<file path="src/verilog/lcdfd_cfg.svh">
`ifndef LCDFD_CFG_SVH
`define LCDFD_CFG_SVH
`define LCDFD_OFS_MEM0 12'h000
`define LCDFD_OFS_FRR 12'h050
`define LCDFD_OFS_CCR 12'h054
`define LCDFD_OFS_CTRL 12'h058
`define LCDFD_OFS_STAT 12'h05C
`define LCDFD_MEM_WORDS 20
`define LCDFD_REGS_PER_COM 5
`define LCDFD_FRR_MASK 8'h77
`define LCDFD_CCR_MASK 8'h0F
`define LCDFD_CTRL_MASK 8'h03
`define LCDFD_TAP_HI 6
`define LCDFD_TAP_LO 4
`define LCDFD_DIV_HI 2
`define LCDFD_DIV_LO 0
`define LCDFD_DUTY_HI 1
`define LCDFD_DUTY_LO 0
`define LCDFD_PRE_LAST_T0 12'h000F
`define LCDFD_PRE_LAST_T1 12'h003F
`define LCDFD_PRE_LAST_T2 12'h007F
`define LCDFD_PRE_LAST_T3 12'h00FF
`define LCDFD_PRE_LAST_T4 12'h01FF
`define LCDFD_PRE_LAST_T5 12'h03FF
`define LCDFD_PRE_LAST_T6 12'h07FF
`define LCDFD_PRE_LAST_T7 12'h0FFF
`define LCDFD_K_NORMAL 4'h8
`define LCDFD_K_THIRD 4'h6
`define LCDFD_RESP_OKAY 2'h0
`define LCDFD_RESP_SLVERR 2'h2
`endif

</file>
<file path="src/verilog/lcdfd_pkg.sv">
package lcdfd_pkg;
  typedef enum logic [1:0] {
    LCDFD_DUTY_STATIC,
    LCDFD_DUTY_HALF,
    LCDFD_DUTY_THIRD,
    LCDFD_DUTY_QUARTER
  } lcdfd_duty_t;
  typedef enum logic {
    LCDFD_WR_IDLE,
    LCDFD_WR_RESP
  } lcdfd_wr_state_t;
endpackage : lcdfd_pkg

</file>
<file path="src/verilog/lcdfd_top.sv">
// The register offsets and the AXI4-Lite interface to the registers were left to the implementer.
`timescale 1ns/1ps
`include "lcdfd_cfg.svh"
module lcdfd_top
  import lcdfd_pkg::*;
(
  // Clock and reset
  input wire logic aclk,
  input wire logic aresetn,
  // AXI4-Lite write address
  input wire logic [11:0] s_axi_awaddr,
  input wire logic s_axi_awvalid,
  output logic s_axi_awready,
  // AXI4-Lite write data
  input wire logic [31:0] s_axi_wdata,
  input wire logic [3:0] s_axi_wstrb,
  input wire logic s_axi_wvalid,
  output logic s_axi_wready,
  // AXI4-Lite write response
  output logic [1:0] s_axi_bresp,
  output logic s_axi_bvalid,
  input wire logic s_axi_bready,
  // AXI4-Lite read address
  input wire logic [11:0] s_axi_araddr,
  input wire logic s_axi_arvalid,
  output logic s_axi_arready,
  // AXI4-Lite read data
  output logic [31:0] s_axi_rdata,
  output logic [1:0] s_axi_rresp,
  output logic s_axi_rvalid,
  input wire logic s_axi_rready,
  // Panel side
  output logic frame_start,
  output logic [3:0] contrast_level,
  output logic [24:0] common_line_0,
  output logic [24:0] common_line_1,
  output logic [24:0] common_line_2,
  output logic [24:0] common_line_3
);

  // Register storage
  logic [7:0] seg_mem [0:`LCDFD_MEM_WORDS-1];
  logic [7:0] next_seg_mem [0:`LCDFD_MEM_WORDS-1];
  logic [7:0] frr, next_frr;
  logic [7:0] ccr, next_ccr;
  logic [7:0] ctrl, next_ctrl;
  logic [3:0] next_contrast_level;
  logic [24:0] com_q [0:3];
  logic [24:0] next_com [0:3];

  // Bus state
  logic [11:0] aw_addr, next_aw_addr;
  logic aw_held, next_aw_held;
  logic [31:0] w_data, next_w_data;
  logic [3:0] w_strb, next_w_strb;
  logic w_held, next_w_held;
  lcdfd_wr_state_t wr_state, next_wr_state;
  logic [1:0] bresp_q, next_bresp;
  logic rvalid_q, next_rvalid;
  logic [31:0] rdata_q, next_rdata;
  logic [1:0] rresp_q, next_rresp;

  // Divider chain
  logic [11:0] pre_cnt, next_pre_cnt;
  logic [2:0] div_cnt, next_div_cnt;
  logic [2:0] k_cnt, next_k_cnt;
  logic next_frame_start;
  logic [11:0] pre_last;
  logic [2:0] k_last;
  logic frame_wrap;
  logic frame_clean, next_frame_clean;

  logic do_write;
  logic [11:0] wr_ofs;
  logic wr_hit;
  logic [7:0] wr_byte;
  lcdfd_duty_t duty;

  assign duty = lcdfd_duty_t'(ctrl[`LCDFD_DUTY_HI:`LCDFD_DUTY_LO]);
  assign do_write = aw_held && w_held && (wr_state == LCDFD_WR_IDLE);
  assign wr_ofs = {aw_addr[11:2], 2'b00};
  assign wr_byte = w_data[7:0];

  // Prescaler tap N
  always_comb begin
    case (frr[`LCDFD_TAP_HI:`LCDFD_TAP_LO])
      3'h0: pre_last = `LCDFD_PRE_LAST_T0;
      3'h1: pre_last = `LCDFD_PRE_LAST_T1;
      3'h2: pre_last = `LCDFD_PRE_LAST_T2;
      3'h3: pre_last = `LCDFD_PRE_LAST_T3;
      3'h4: pre_last = `LCDFD_PRE_LAST_T4;
      3'h5: pre_last = `LCDFD_PRE_LAST_T5;
      3'h6: pre_last = `LCDFD_PRE_LAST_T6;
      default: pre_last = `LCDFD_PRE_LAST_T7;
    endcase
    if (duty == LCDFD_DUTY_THIRD) begin
      k_last = 3'(`LCDFD_K_THIRD - 4'h1);
    end else begin
      k_last = 3'(`LCDFD_K_NORMAL - 4'h1);
    end
  end

  assign frame_wrap = (pre_cnt >= pre_last) &&
                      (div_cnt >= frr[`LCDFD_DIV_HI:`LCDFD_DIV_LO]) && (k_cnt >= k_last);

  always_comb begin
    next_pre_cnt = pre_cnt + 12'h0001;
    next_div_cnt = div_cnt;
    next_k_cnt = k_cnt;
    next_frame_start = 1'b0;
    if (pre_cnt >= pre_last) begin
      next_pre_cnt = 12'h0000;
      next_div_cnt = div_cnt + 3'h1;
      if (div_cnt >= frr[`LCDFD_DIV_HI:`LCDFD_DIV_LO]) begin
        next_div_cnt = 3'h0;
        next_k_cnt = k_cnt + 3'h1;
        if (k_cnt >= k_last) begin
          next_k_cnt = 3'h0;
          next_frame_start = 1'b1;
        end
      end
    end
  end

  // Settings unchanged since the last wrap; a wrap restarts from zero
  always_comb begin
    next_frame_clean = frame_clean;
    if (next_frr != frr || next_ctrl != ctrl) begin
      next_frame_clean = 1'b0;
    end
    if (frame_wrap) begin
      next_frame_clean = 1'b1;
    end
  end

  // Write path
  always_comb begin
    next_aw_addr = aw_addr;
    next_aw_held = aw_held;
    next_w_data = w_data;
    next_w_strb = w_strb;
    next_w_held = w_held;
    next_wr_state = wr_state;
    next_bresp = bresp_q;
    next_frr = frr;
    next_ccr = ccr;
    next_ctrl = ctrl;
    wr_hit = 1'b0;
    for (int i = 0; i < `LCDFD_MEM_WORDS; i++) begin
      next_seg_mem[i] = seg_mem[i];
    end
    if (s_axi_awvalid && s_axi_awready) begin
      next_aw_addr = s_axi_awaddr;
      next_aw_held = 1'b1;
    end
    if (s_axi_wvalid && s_axi_wready) begin
      next_w_data = s_axi_wdata;
      next_w_strb = s_axi_wstrb;
      next_w_held = 1'b1;
    end
    case (wr_state)
      LCDFD_WR_IDLE: begin
        if (do_write) begin
          for (int i = 0; i < `LCDFD_MEM_WORDS; i++) begin
            if (wr_ofs == `LCDFD_OFS_MEM0 + 12'(4 * i)) begin
              wr_hit = 1'b1;
              if (w_strb[0]) begin
                next_seg_mem[i] = wr_byte;
              end
            end
          end
          if (wr_ofs == `LCDFD_OFS_FRR) begin
            wr_hit = 1'b1;
            if (w_strb[0]) begin
              next_frr = wr_byte & `LCDFD_FRR_MASK;
            end
          end
          if (wr_ofs == `LCDFD_OFS_CCR) begin
            wr_hit = 1'b1;
            if (w_strb[0]) begin
              next_ccr = wr_byte & `LCDFD_CCR_MASK;
            end
          end
          if (wr_ofs == `LCDFD_OFS_CTRL) begin
            wr_hit = 1'b1;
            if (w_strb[0]) begin
              next_ctrl = wr_byte & `LCDFD_CTRL_MASK;
            end
          end
          if (wr_ofs == `LCDFD_OFS_STAT) begin
            wr_hit = 1'b1;
          end
          next_bresp = wr_hit ? `LCDFD_RESP_OKAY : `LCDFD_RESP_SLVERR;
          next_aw_held = 1'b0;
          next_w_held = 1'b0;
          next_wr_state = LCDFD_WR_RESP;
        end
      end
      LCDFD_WR_RESP: begin
        if (s_axi_bready) begin
          next_wr_state = LCDFD_WR_IDLE;
        end
      end
      default: next_wr_state = LCDFD_WR_IDLE;
    endcase
  end

  // Read path
  always_comb begin
    next_rvalid = rvalid_q;
    next_rdata = rdata_q;
    next_rresp = rresp_q;
    if (rvalid_q && s_axi_rready) begin
      next_rvalid = 1'b0;
    end
    if (s_axi_arvalid && s_axi_arready) begin
      next_rvalid = 1'b1;
      next_rdata = 32'h0000_0000;
      next_rresp = `LCDFD_RESP_SLVERR;
      for (int i = 0; i < `LCDFD_MEM_WORDS; i++) begin
        if ({s_axi_araddr[11:2], 2'b00} == `LCDFD_OFS_MEM0 + 12'(4 * i)) begin
          next_rdata = {24'h00_0000, seg_mem[i]};
          next_rresp = `LCDFD_RESP_OKAY;
        end
      end
      case ({s_axi_araddr[11:2], 2'b00})
        `LCDFD_OFS_FRR: begin
          next_rdata = {24'h00_0000, frr & `LCDFD_FRR_MASK};
          next_rresp = `LCDFD_RESP_OKAY;
        end
        `LCDFD_OFS_CCR: begin
          next_rdata = {24'h00_0000, ccr & `LCDFD_CCR_MASK};
          next_rresp = `LCDFD_RESP_OKAY;
        end
        `LCDFD_OFS_CTRL: begin
          next_rdata = {24'h00_0000, ctrl};
          next_rresp = `LCDFD_RESP_OKAY;
        end
        `LCDFD_OFS_STAT: begin
          next_rdata = {20'h0_0000, contrast_level, 5'h00, k_cnt};
          next_rresp = `LCDFD_RESP_OKAY;
        end
        default: begin
        end
      endcase
    end
  end

  // Panel image and contrast, loaded at frame start
  always_comb begin
    next_contrast_level = contrast_level;
    for (int c = 0; c < 4; c++) begin
      next_com[c] = com_q[c];
    end
    if (frame_wrap) begin
      next_contrast_level = ccr[3:0];
      for (int c = 0; c < 4; c++) begin
        next_com[c] = {seg_mem[c * `LCDFD_REGS_PER_COM + 3][0],
                       seg_mem[c * `LCDFD_REGS_PER_COM + 2],
                       seg_mem[c * `LCDFD_REGS_PER_COM + 1],
                       seg_mem[c * `LCDFD_REGS_PER_COM]};
      end
    end
  end

  always_ff @(posedge aclk) begin
    if (!aresetn) begin
      for (int i = 0; i < `LCDFD_MEM_WORDS; i++) begin
        seg_mem[i] <= 8'h00;
      end
      for (int c = 0; c < 4; c++) begin
        com_q[c] <= 25'h000_0000;
      end
      frr <= 8'h00;
      ccr <= 8'h00;
      ctrl <= 8'h00;
      contrast_level <= 4'h0;
      aw_addr <= 12'h000;
      aw_held <= 1'b0;
      w_data <= 32'h0000_0000;
      w_strb <= 4'h0;
      w_held <= 1'b0;
      wr_state <= LCDFD_WR_IDLE;
      bresp_q <= 2'h0;
      rvalid_q <= 1'b0;
      rdata_q <= 32'h0000_0000;
      rresp_q <= 2'h0;
      pre_cnt <= 12'h000;
      div_cnt <= 3'h0;
      k_cnt <= 3'h0;
      frame_start <= 1'b0;
      frame_clean <= 1'b1;
    end else begin
      for (int i = 0; i < `LCDFD_MEM_WORDS; i++) begin
        seg_mem[i] <= next_seg_mem[i];
      end
      for (int c = 0; c < 4; c++) begin
        com_q[c] <= next_com[c];
      end
      frr <= next_frr;
      ccr <= next_ccr;
      ctrl <= next_ctrl;
      contrast_level <= next_contrast_level;
      aw_addr <= next_aw_addr;
      aw_held <= next_aw_held;
      w_data <= next_w_data;
      w_strb <= next_w_strb;
      w_held <= next_w_held;
      wr_state <= next_wr_state;
      bresp_q <= next_bresp;
      rvalid_q <= next_rvalid;
      rdata_q <= next_rdata;
      rresp_q <= next_rresp;
      pre_cnt <= next_pre_cnt;
      div_cnt <= next_div_cnt;
      k_cnt <= next_k_cnt;
      frame_start <= next_frame_start;
      frame_clean <= next_frame_clean;
    end
  end

  assign s_axi_awready = !aw_held && (wr_state == LCDFD_WR_IDLE);
  assign s_axi_wready = !w_held && (wr_state == LCDFD_WR_IDLE);
  assign s_axi_bvalid = (wr_state == LCDFD_WR_RESP);
  assign s_axi_bresp = bresp_q;
  assign s_axi_arready = !rvalid_q;
  assign s_axi_rvalid = rvalid_q;
  assign s_axi_rdata = rdata_q;
  assign s_axi_rresp = rresp_q;
  assign common_line_0 = com_q[0];
  assign common_line_1 = com_q[1];
  assign common_line_2 = com_q[2];
  assign common_line_3 = com_q[3];
endmodule : lcdfd_top

</file>
<file path="config.mk">
export PLATFORM = sky130hd
export DESIGN_NAME = lcdfd_top
export DESIGN_NICKNAME = d
export VERILOG_FILES = /design/src/verilog/lcdfd_pkg.sv /design/src/verilog/lcdfd_top.sv
export VERILOG_INCLUDE_DIRS = /design/src /design/src/verilog
export SDC_FILE = /design/constraint.sdc
export NUM_CORES = 1
export LEC_CHECK = 0
export BUFFER_PORTS_ARGS = -buffer_cell sky130_fd_sc_hd__buf_2
export CORE_MARGIN = 2
export CORE_UTILIZATION = 52
export CTS_CLUSTER_DIAMETER = 60
export DETAILED_ROUTE_END_ITERATION = 10
export PLACE_DENSITY = 0.89
export REMOVE_ABC_BUFFERS = 1
export SYNTH_ARGS = -nofsm -noshare
export SYNTH_HDL_FRONTEND = slang
export SYNTH_SLANG_ARGS = --single-unit
</file>
<file path="constraint.sdc">
create_clock -name aclk -period 2.5 [get_ports aclk]
set_input_delay 0.375 -clock aclk [delete_from_list [all_inputs] [get_ports aclk]]
set_output_delay 0.375 -clock aclk [all_outputs]
set_load 0.02 [all_outputs]
</file>
=== Word-level counts from Yosys, hierarchy flattened ===
Memories as Yosys holds them, arrays and structs flattened.
Index checks and enable logic that the tools add are counted.

* Bits of input ports: 67
* Logic and storage cells: 284
* RAM bits: 260
* Output and inout bits: 146
* Memories: 2
* Register bits: 96

{| class="wikitable"
|+ Memory list
! name !! depth !! bits a word !! read ports !! clocked after Yosys merged registers in !! write ports !! RTL line !! source
|-
| seg_mem || 20 || 8 || 20 || 0 || 20 || lcdfd_top.sv:42 || <nowiki>logic [7:0] seg_mem [0:`LCDFD_MEM_WORDS-1];</nowiki>
|-
| com_q || 4 || 25 || 4 || 0 || 4 || lcdfd_top.sv:48 || <nowiki>logic [24:0] com_q [0:3];</nowiki>
|}

* Eq/ne operators: 53
* Add/subtract/negate cells: 3
* Multiplexer cells: 154
* Bitwise logic cells: 26
* Reduce and logical (&&, ||, !) cells: 25
* $lt $le $gt $ge: 3

{| class="wikitable"
|+ Operators by type and width
! kind !! number
|-
| $mux 32 || 19
|-
| $mux 8 || 61
|-
| $mux 160 || 2
|-
| $eq 10x4->1 const B || 16
|-
| $eq 10x5->1 const B || 16
|-
| $pmux 32 s4 || 1
|-
| $mux 100 || 1
|-
| $mux 25 || 4
|-
| $pmux 12 s7 || 1
|-
| $eq 10x3->1 const B || 8
|-
| $mux 2 || 23
|-
| $eq 10x2->1 const B || 4
|-
| $mux 1 || 39
|-
| $or 1x1->1 || 24
|-
| $eq 10x1->1 const B || 2
|-
| $add 12x1->12 const B || 1
|-
| $ge 12x12->1 || 1
|-
| $logic_not 12->1 || 1
|-
| $reduce_and 4->1 || 3
|-
| $logic_and 1x1->1 || 10
|-
| $logic_not 10->1 || 1
|-
| $eq 3x3->1 const B || 3
|-
| $add 3x1->3 const B || 2
|-
| $eq 3x2->1 const B || 2
|-
| 13 further kinds || 19
|}

=== Longest topological paths before layout ===
* Depth after elaboration: 28
* Mapped depth: 12
* Gate-level depth less buffers: 8

=== Worst setup path before layout ===
OpenSTA, ideal clock, no wires.

* Kind: register to register
* Start: register frr[6]
* End: memory com_q[0][23]
* Data required time: 2.372 ns
* Slack: -0.098 ns
* Cell stages (with the launch flop): 13
* Library setup time: 0.128 ns
* Buffers on the path: 4
* Arrival: 2.471 ns
* Cell sequence: dfxtp_1 -> clkbuf_1 -> o21ai_0 -> ha_1 -> or3_1 -> a2111oi_0 -> o21ai_1 -> nand4_1 -> buf_2 -> buf_4 -> buf_4 -> mux2i_1 -> nor2_1

{| class="wikitable"
|+ RTL lines
! element !! RTL line !! source
|-
| from (decl) || lcdfd_top.sv:44 || <nowiki>logic [7:0] frr, next_frr;</nowiki>
|-
| from (signal assigned) || lcdfd_top.sv:300 || <nowiki>frr <= next_frr;</nowiki>
|-
| to (decl) || lcdfd_top.sv:48 ||
|}

==> results.md <==
* Clock tree buffer depth at 3
* Detail Route met2 WL at 22.41 mm
* Max-capacitance violation count at 0
* Final setup violation count at 18
* IO Port Bufs at 159
* Drt wl/cell at 20.75 um
* PnR worst setup slack at -0.05046 ns
* Via count at 13480
* Yosys reg bits at 332
* Hold Vio Cnt, Final at 0
* Routability Congestion at 0.9793
* DR top layer: met4
* Core ar. at 0.02778 sq mm
* P per Cell Area at 644.4 mW/mm^2
* Clock Power Share at 46.7%
* Cts hold-fix bufs at 0
* GRT overflow at 0
* Unique cell type count in the Yosys netlist at 75
* Worst min path class: in2reg
* Layout cell share with drive strength beyond 1 at 21.00%
* CP endpoint kind: flip-flop
* Diode count at 0
* Net Switching at 2785 uW
* Clock Sink Count at 332
* Crit path required time at 2.92 ns
* Area delta synth->final at 21.32%
* Pre-CTS WS at -0.1092 ns
* Crit path kind: reg2reg
* R2r startpoint: frr[5]
* Commonest non-fill, non-tap cell in the layout: dfxtp_1
* Tot GR Track Use at 30.55%
* Top-area cell type share of the netlist area at 45.33%
* Setup crit start: frr[5]
* Skew final at 0.02633 ns
* Antenna violations before repair at 0
* Ranking of synthesized cells by area: dfxtp_1, mux2i_1, nor2_1, a21oi_1, nand2_1
* Failing checks: setup timing
* Die area at 0.02955 sq mm
* CTS tree: built
* Ys Warns at 0
* Reg power frac at 46.7%
* Crit path time final at 2.550 ns
* Starting Density at 52.77%
* Final Max Tran Viols at 0
* Synth Area per Inst at 8.822 sq um
* DRT Pass-1 Iters at 8
* Final antenna-violating net count at 0
* R2R cell count at 10
* Worst vdd ir at 463.4 uV
* Clock latency on the worst-skew pair at 0.53 ns
* Outcome: finished, violations left
* Gate Count Post-Synth at 1662
* Root Driver: clkbuf_16
* Max-slew headroom at 59.35%
* Clock-pin transition on the worst setup and hold timing paths at 0.07 ns
* P_int at 8678 uW
* Tot Pwr at 11460 uW
* Reg2reg setup slack at -0.05 ns
* Ys flop type: dfxtp_1
* Fraction of registers with async set/reset at 0%
* Vias in the first global route at 12860
* Global-route wire length before repair at 70.66 mm
* CP max FO at 9
* H-tree levels at 2
* Worst Max-Slew Pin Slew at 0.6041 ns
* Synth area leader: dfxtp_1
* # fillers at 2181
* Post-Syn Area at 0.01466 sq mm
* Dpl hpwl at 31.31 mm
* Residual DRC at 0
* IO Count at 213
* Critical path data arrival time at 2.97 ns
* Post-synth EDFFs at 0
* Setup crit end: com_q[0][11]
* Largest net degree at the start of global routing at 73
* Logic pwr share at 6.6%
* Sw frac at 24.29%
* Setup crit start kind: flip-flop
* Height of the chip at 171.9 um
* DR iter-0 viols at 1405
* Via/cell ratio at 5.967
* Wirelength, routed at 46.87 mm
* Register area share after synthesis at 45.33%
* Final period util at 102.0%
* M1 wire length at 18.61 mm
* F_max at 0.3921 GHz
* Nets at 1936
* Die Wd at 171.9 um
* FP Rows at 61
* Static leakage at 0.008032 uW
* CTS Buf Count at 36
* R2r endpoint: com_q[0][11]
* Most frequent cells in the layout: dfxtp_1, nor2_1, mux2i_1
* Met3 WL post-DR at 4.099 mm
[worst max-delay path: stages, from the launching register on]
cell	delay [ns]
dfxtp_2	0.32
buf_4	0.16
a21oi_2	0.26
ha_4	0.26
a2111oi_4	0.32
o21ai_2	0.13
nand4_1	0.27
buf_6	0.24
buf_12	0.16
mux2i_1	0.26
nor2_1	0.06
[routing by layer]
metal | global-route usage, % | up-vias
met1 | 39.55 | 6487
met3 | 4.578 | 125
li1 | - | 6103
met4 | 12.93 | 0
met2 | 50.97 | 765
met5 | 0 | -
[area by class of cell]
type | instances | area, sq um | area share (%)
timing repair buffer | 283 | 1979 | 11.13
multi-input combinational | 1185 | 7427 | 41.76
clock inverter | 15 | 155.1 | 0.8723
inverter | 16 | 67.56 | 0.3799
clock buffer | 50 | 1035 | 5.817
tap | 378 | 473.0 | 2.659
sequential | 332 | 6650 | 37.39
[cell families (layout without fill, tap and decap cells)]
logic type / Yosys count / count (layout) / share of synthesized area, %
DFF: 332 / 332 / 45.33
adders and majority gates: 15 / 15 / 1.280
and+or+nand+nor: 616 / 616 / 19.05
other: 1 / 22 / 0.02558
muxes: 247 / 247 / 17.30
AOI/OAI and AO/OA: 275 / 275 / 11.26
buffers and inverters: 166 / 364 / 5.154
xor gates and xnor gates: 10 / 10 / 0.5974
[repair_timing]
| item | 4_1_cts | 5_1_grt |
|---|---|---|
| buffers inserted | 1 | 2 |
| gates cloned | 1 | 2 |
| resized for setup | 10 | 26 |
| setup endpoints to repair | 104 | 104 |
| pin swaps | 1 | 7 |
[power groups by stage]
stage,sequential [uW],clock (uW),combinational (uW)
after global routing,5360,5580,795
final,5360,5350,755
after global placement,5470,0,713
after CTS,5360,5360,731
after floorplan,5510,0,311
after detailed placement,5470,0,724
[worst min path at each step]
stage                           startpoint         endpoint  slack, ns  depth (start not counted)
final                     s_axi_awaddr[10]      aw_addr[10]       0.09                          3
after global routing       s_axi_awaddr[9]       aw_addr[9]       0.10                          3
after CTS                 s_axi_awaddr[10]      aw_addr[10]       0.08                          3
after detailed placement   s_axi_rdata[11]  s_axi_rdata[11]       0.44                          2
after global placement          pre_cnt[0]       pre_cnt[0]       0.42                          1
after floorplan                 pre_cnt[0]       pre_cnt[0]       0.41                          1
[Yosys cell counts (8+ instances only)]
cell type,instances
nand2_1,145
nor3_1,15
o21ai_0,46
buf_2,22
mux2i_1,232
dfxtp_1,332
nor2b_1,12
a21oi_1,135
ha_1,15
nand2b_1,14
and3_1,10
o22ai_1,10
inv_1,15
mux2_2,11
clkbuf_1,96
buf_4,28
a31oi_1,8
nand3_1,88
nor2_1,276
o31ai_1,9
[registers in the layout, summed over array words and instances, names as in the netlist]
signal,flops
aw_addr,10
aw_held,1
ccr,4
com_q,100
contrast_level,4
ctrl,2
div_cnt,3
frame_start,1
frr,6
k_cnt,3
pre_cnt,12
s_axi_bresp,1
s_axi_bvalid,1
s_axi_rdata,12
s_axi_rresp,1
s_axi_rvalid,1
seg_mem,160
w_data,8
w_held,1
w_strb,1
[per-stage QoR]
stage               util [%]  area (sq um)  hold slack, ns  cells  TNS [ns]
floorplan                  -         14040          0.4132   1533   -980.72
global placement       58.92         16370          0.4224   2188   -0.1468
detailed placement     58.92         16370          0.4441   2188    -5.314
CTS                    63.44         17620         0.08201   2255         0
global route           64.02         17790          0.1027   2259    -2.643
finish                 64.02         17790         0.09338   2259   -0.2765
No activity file was read; power rests on OpenSTA's default activity.
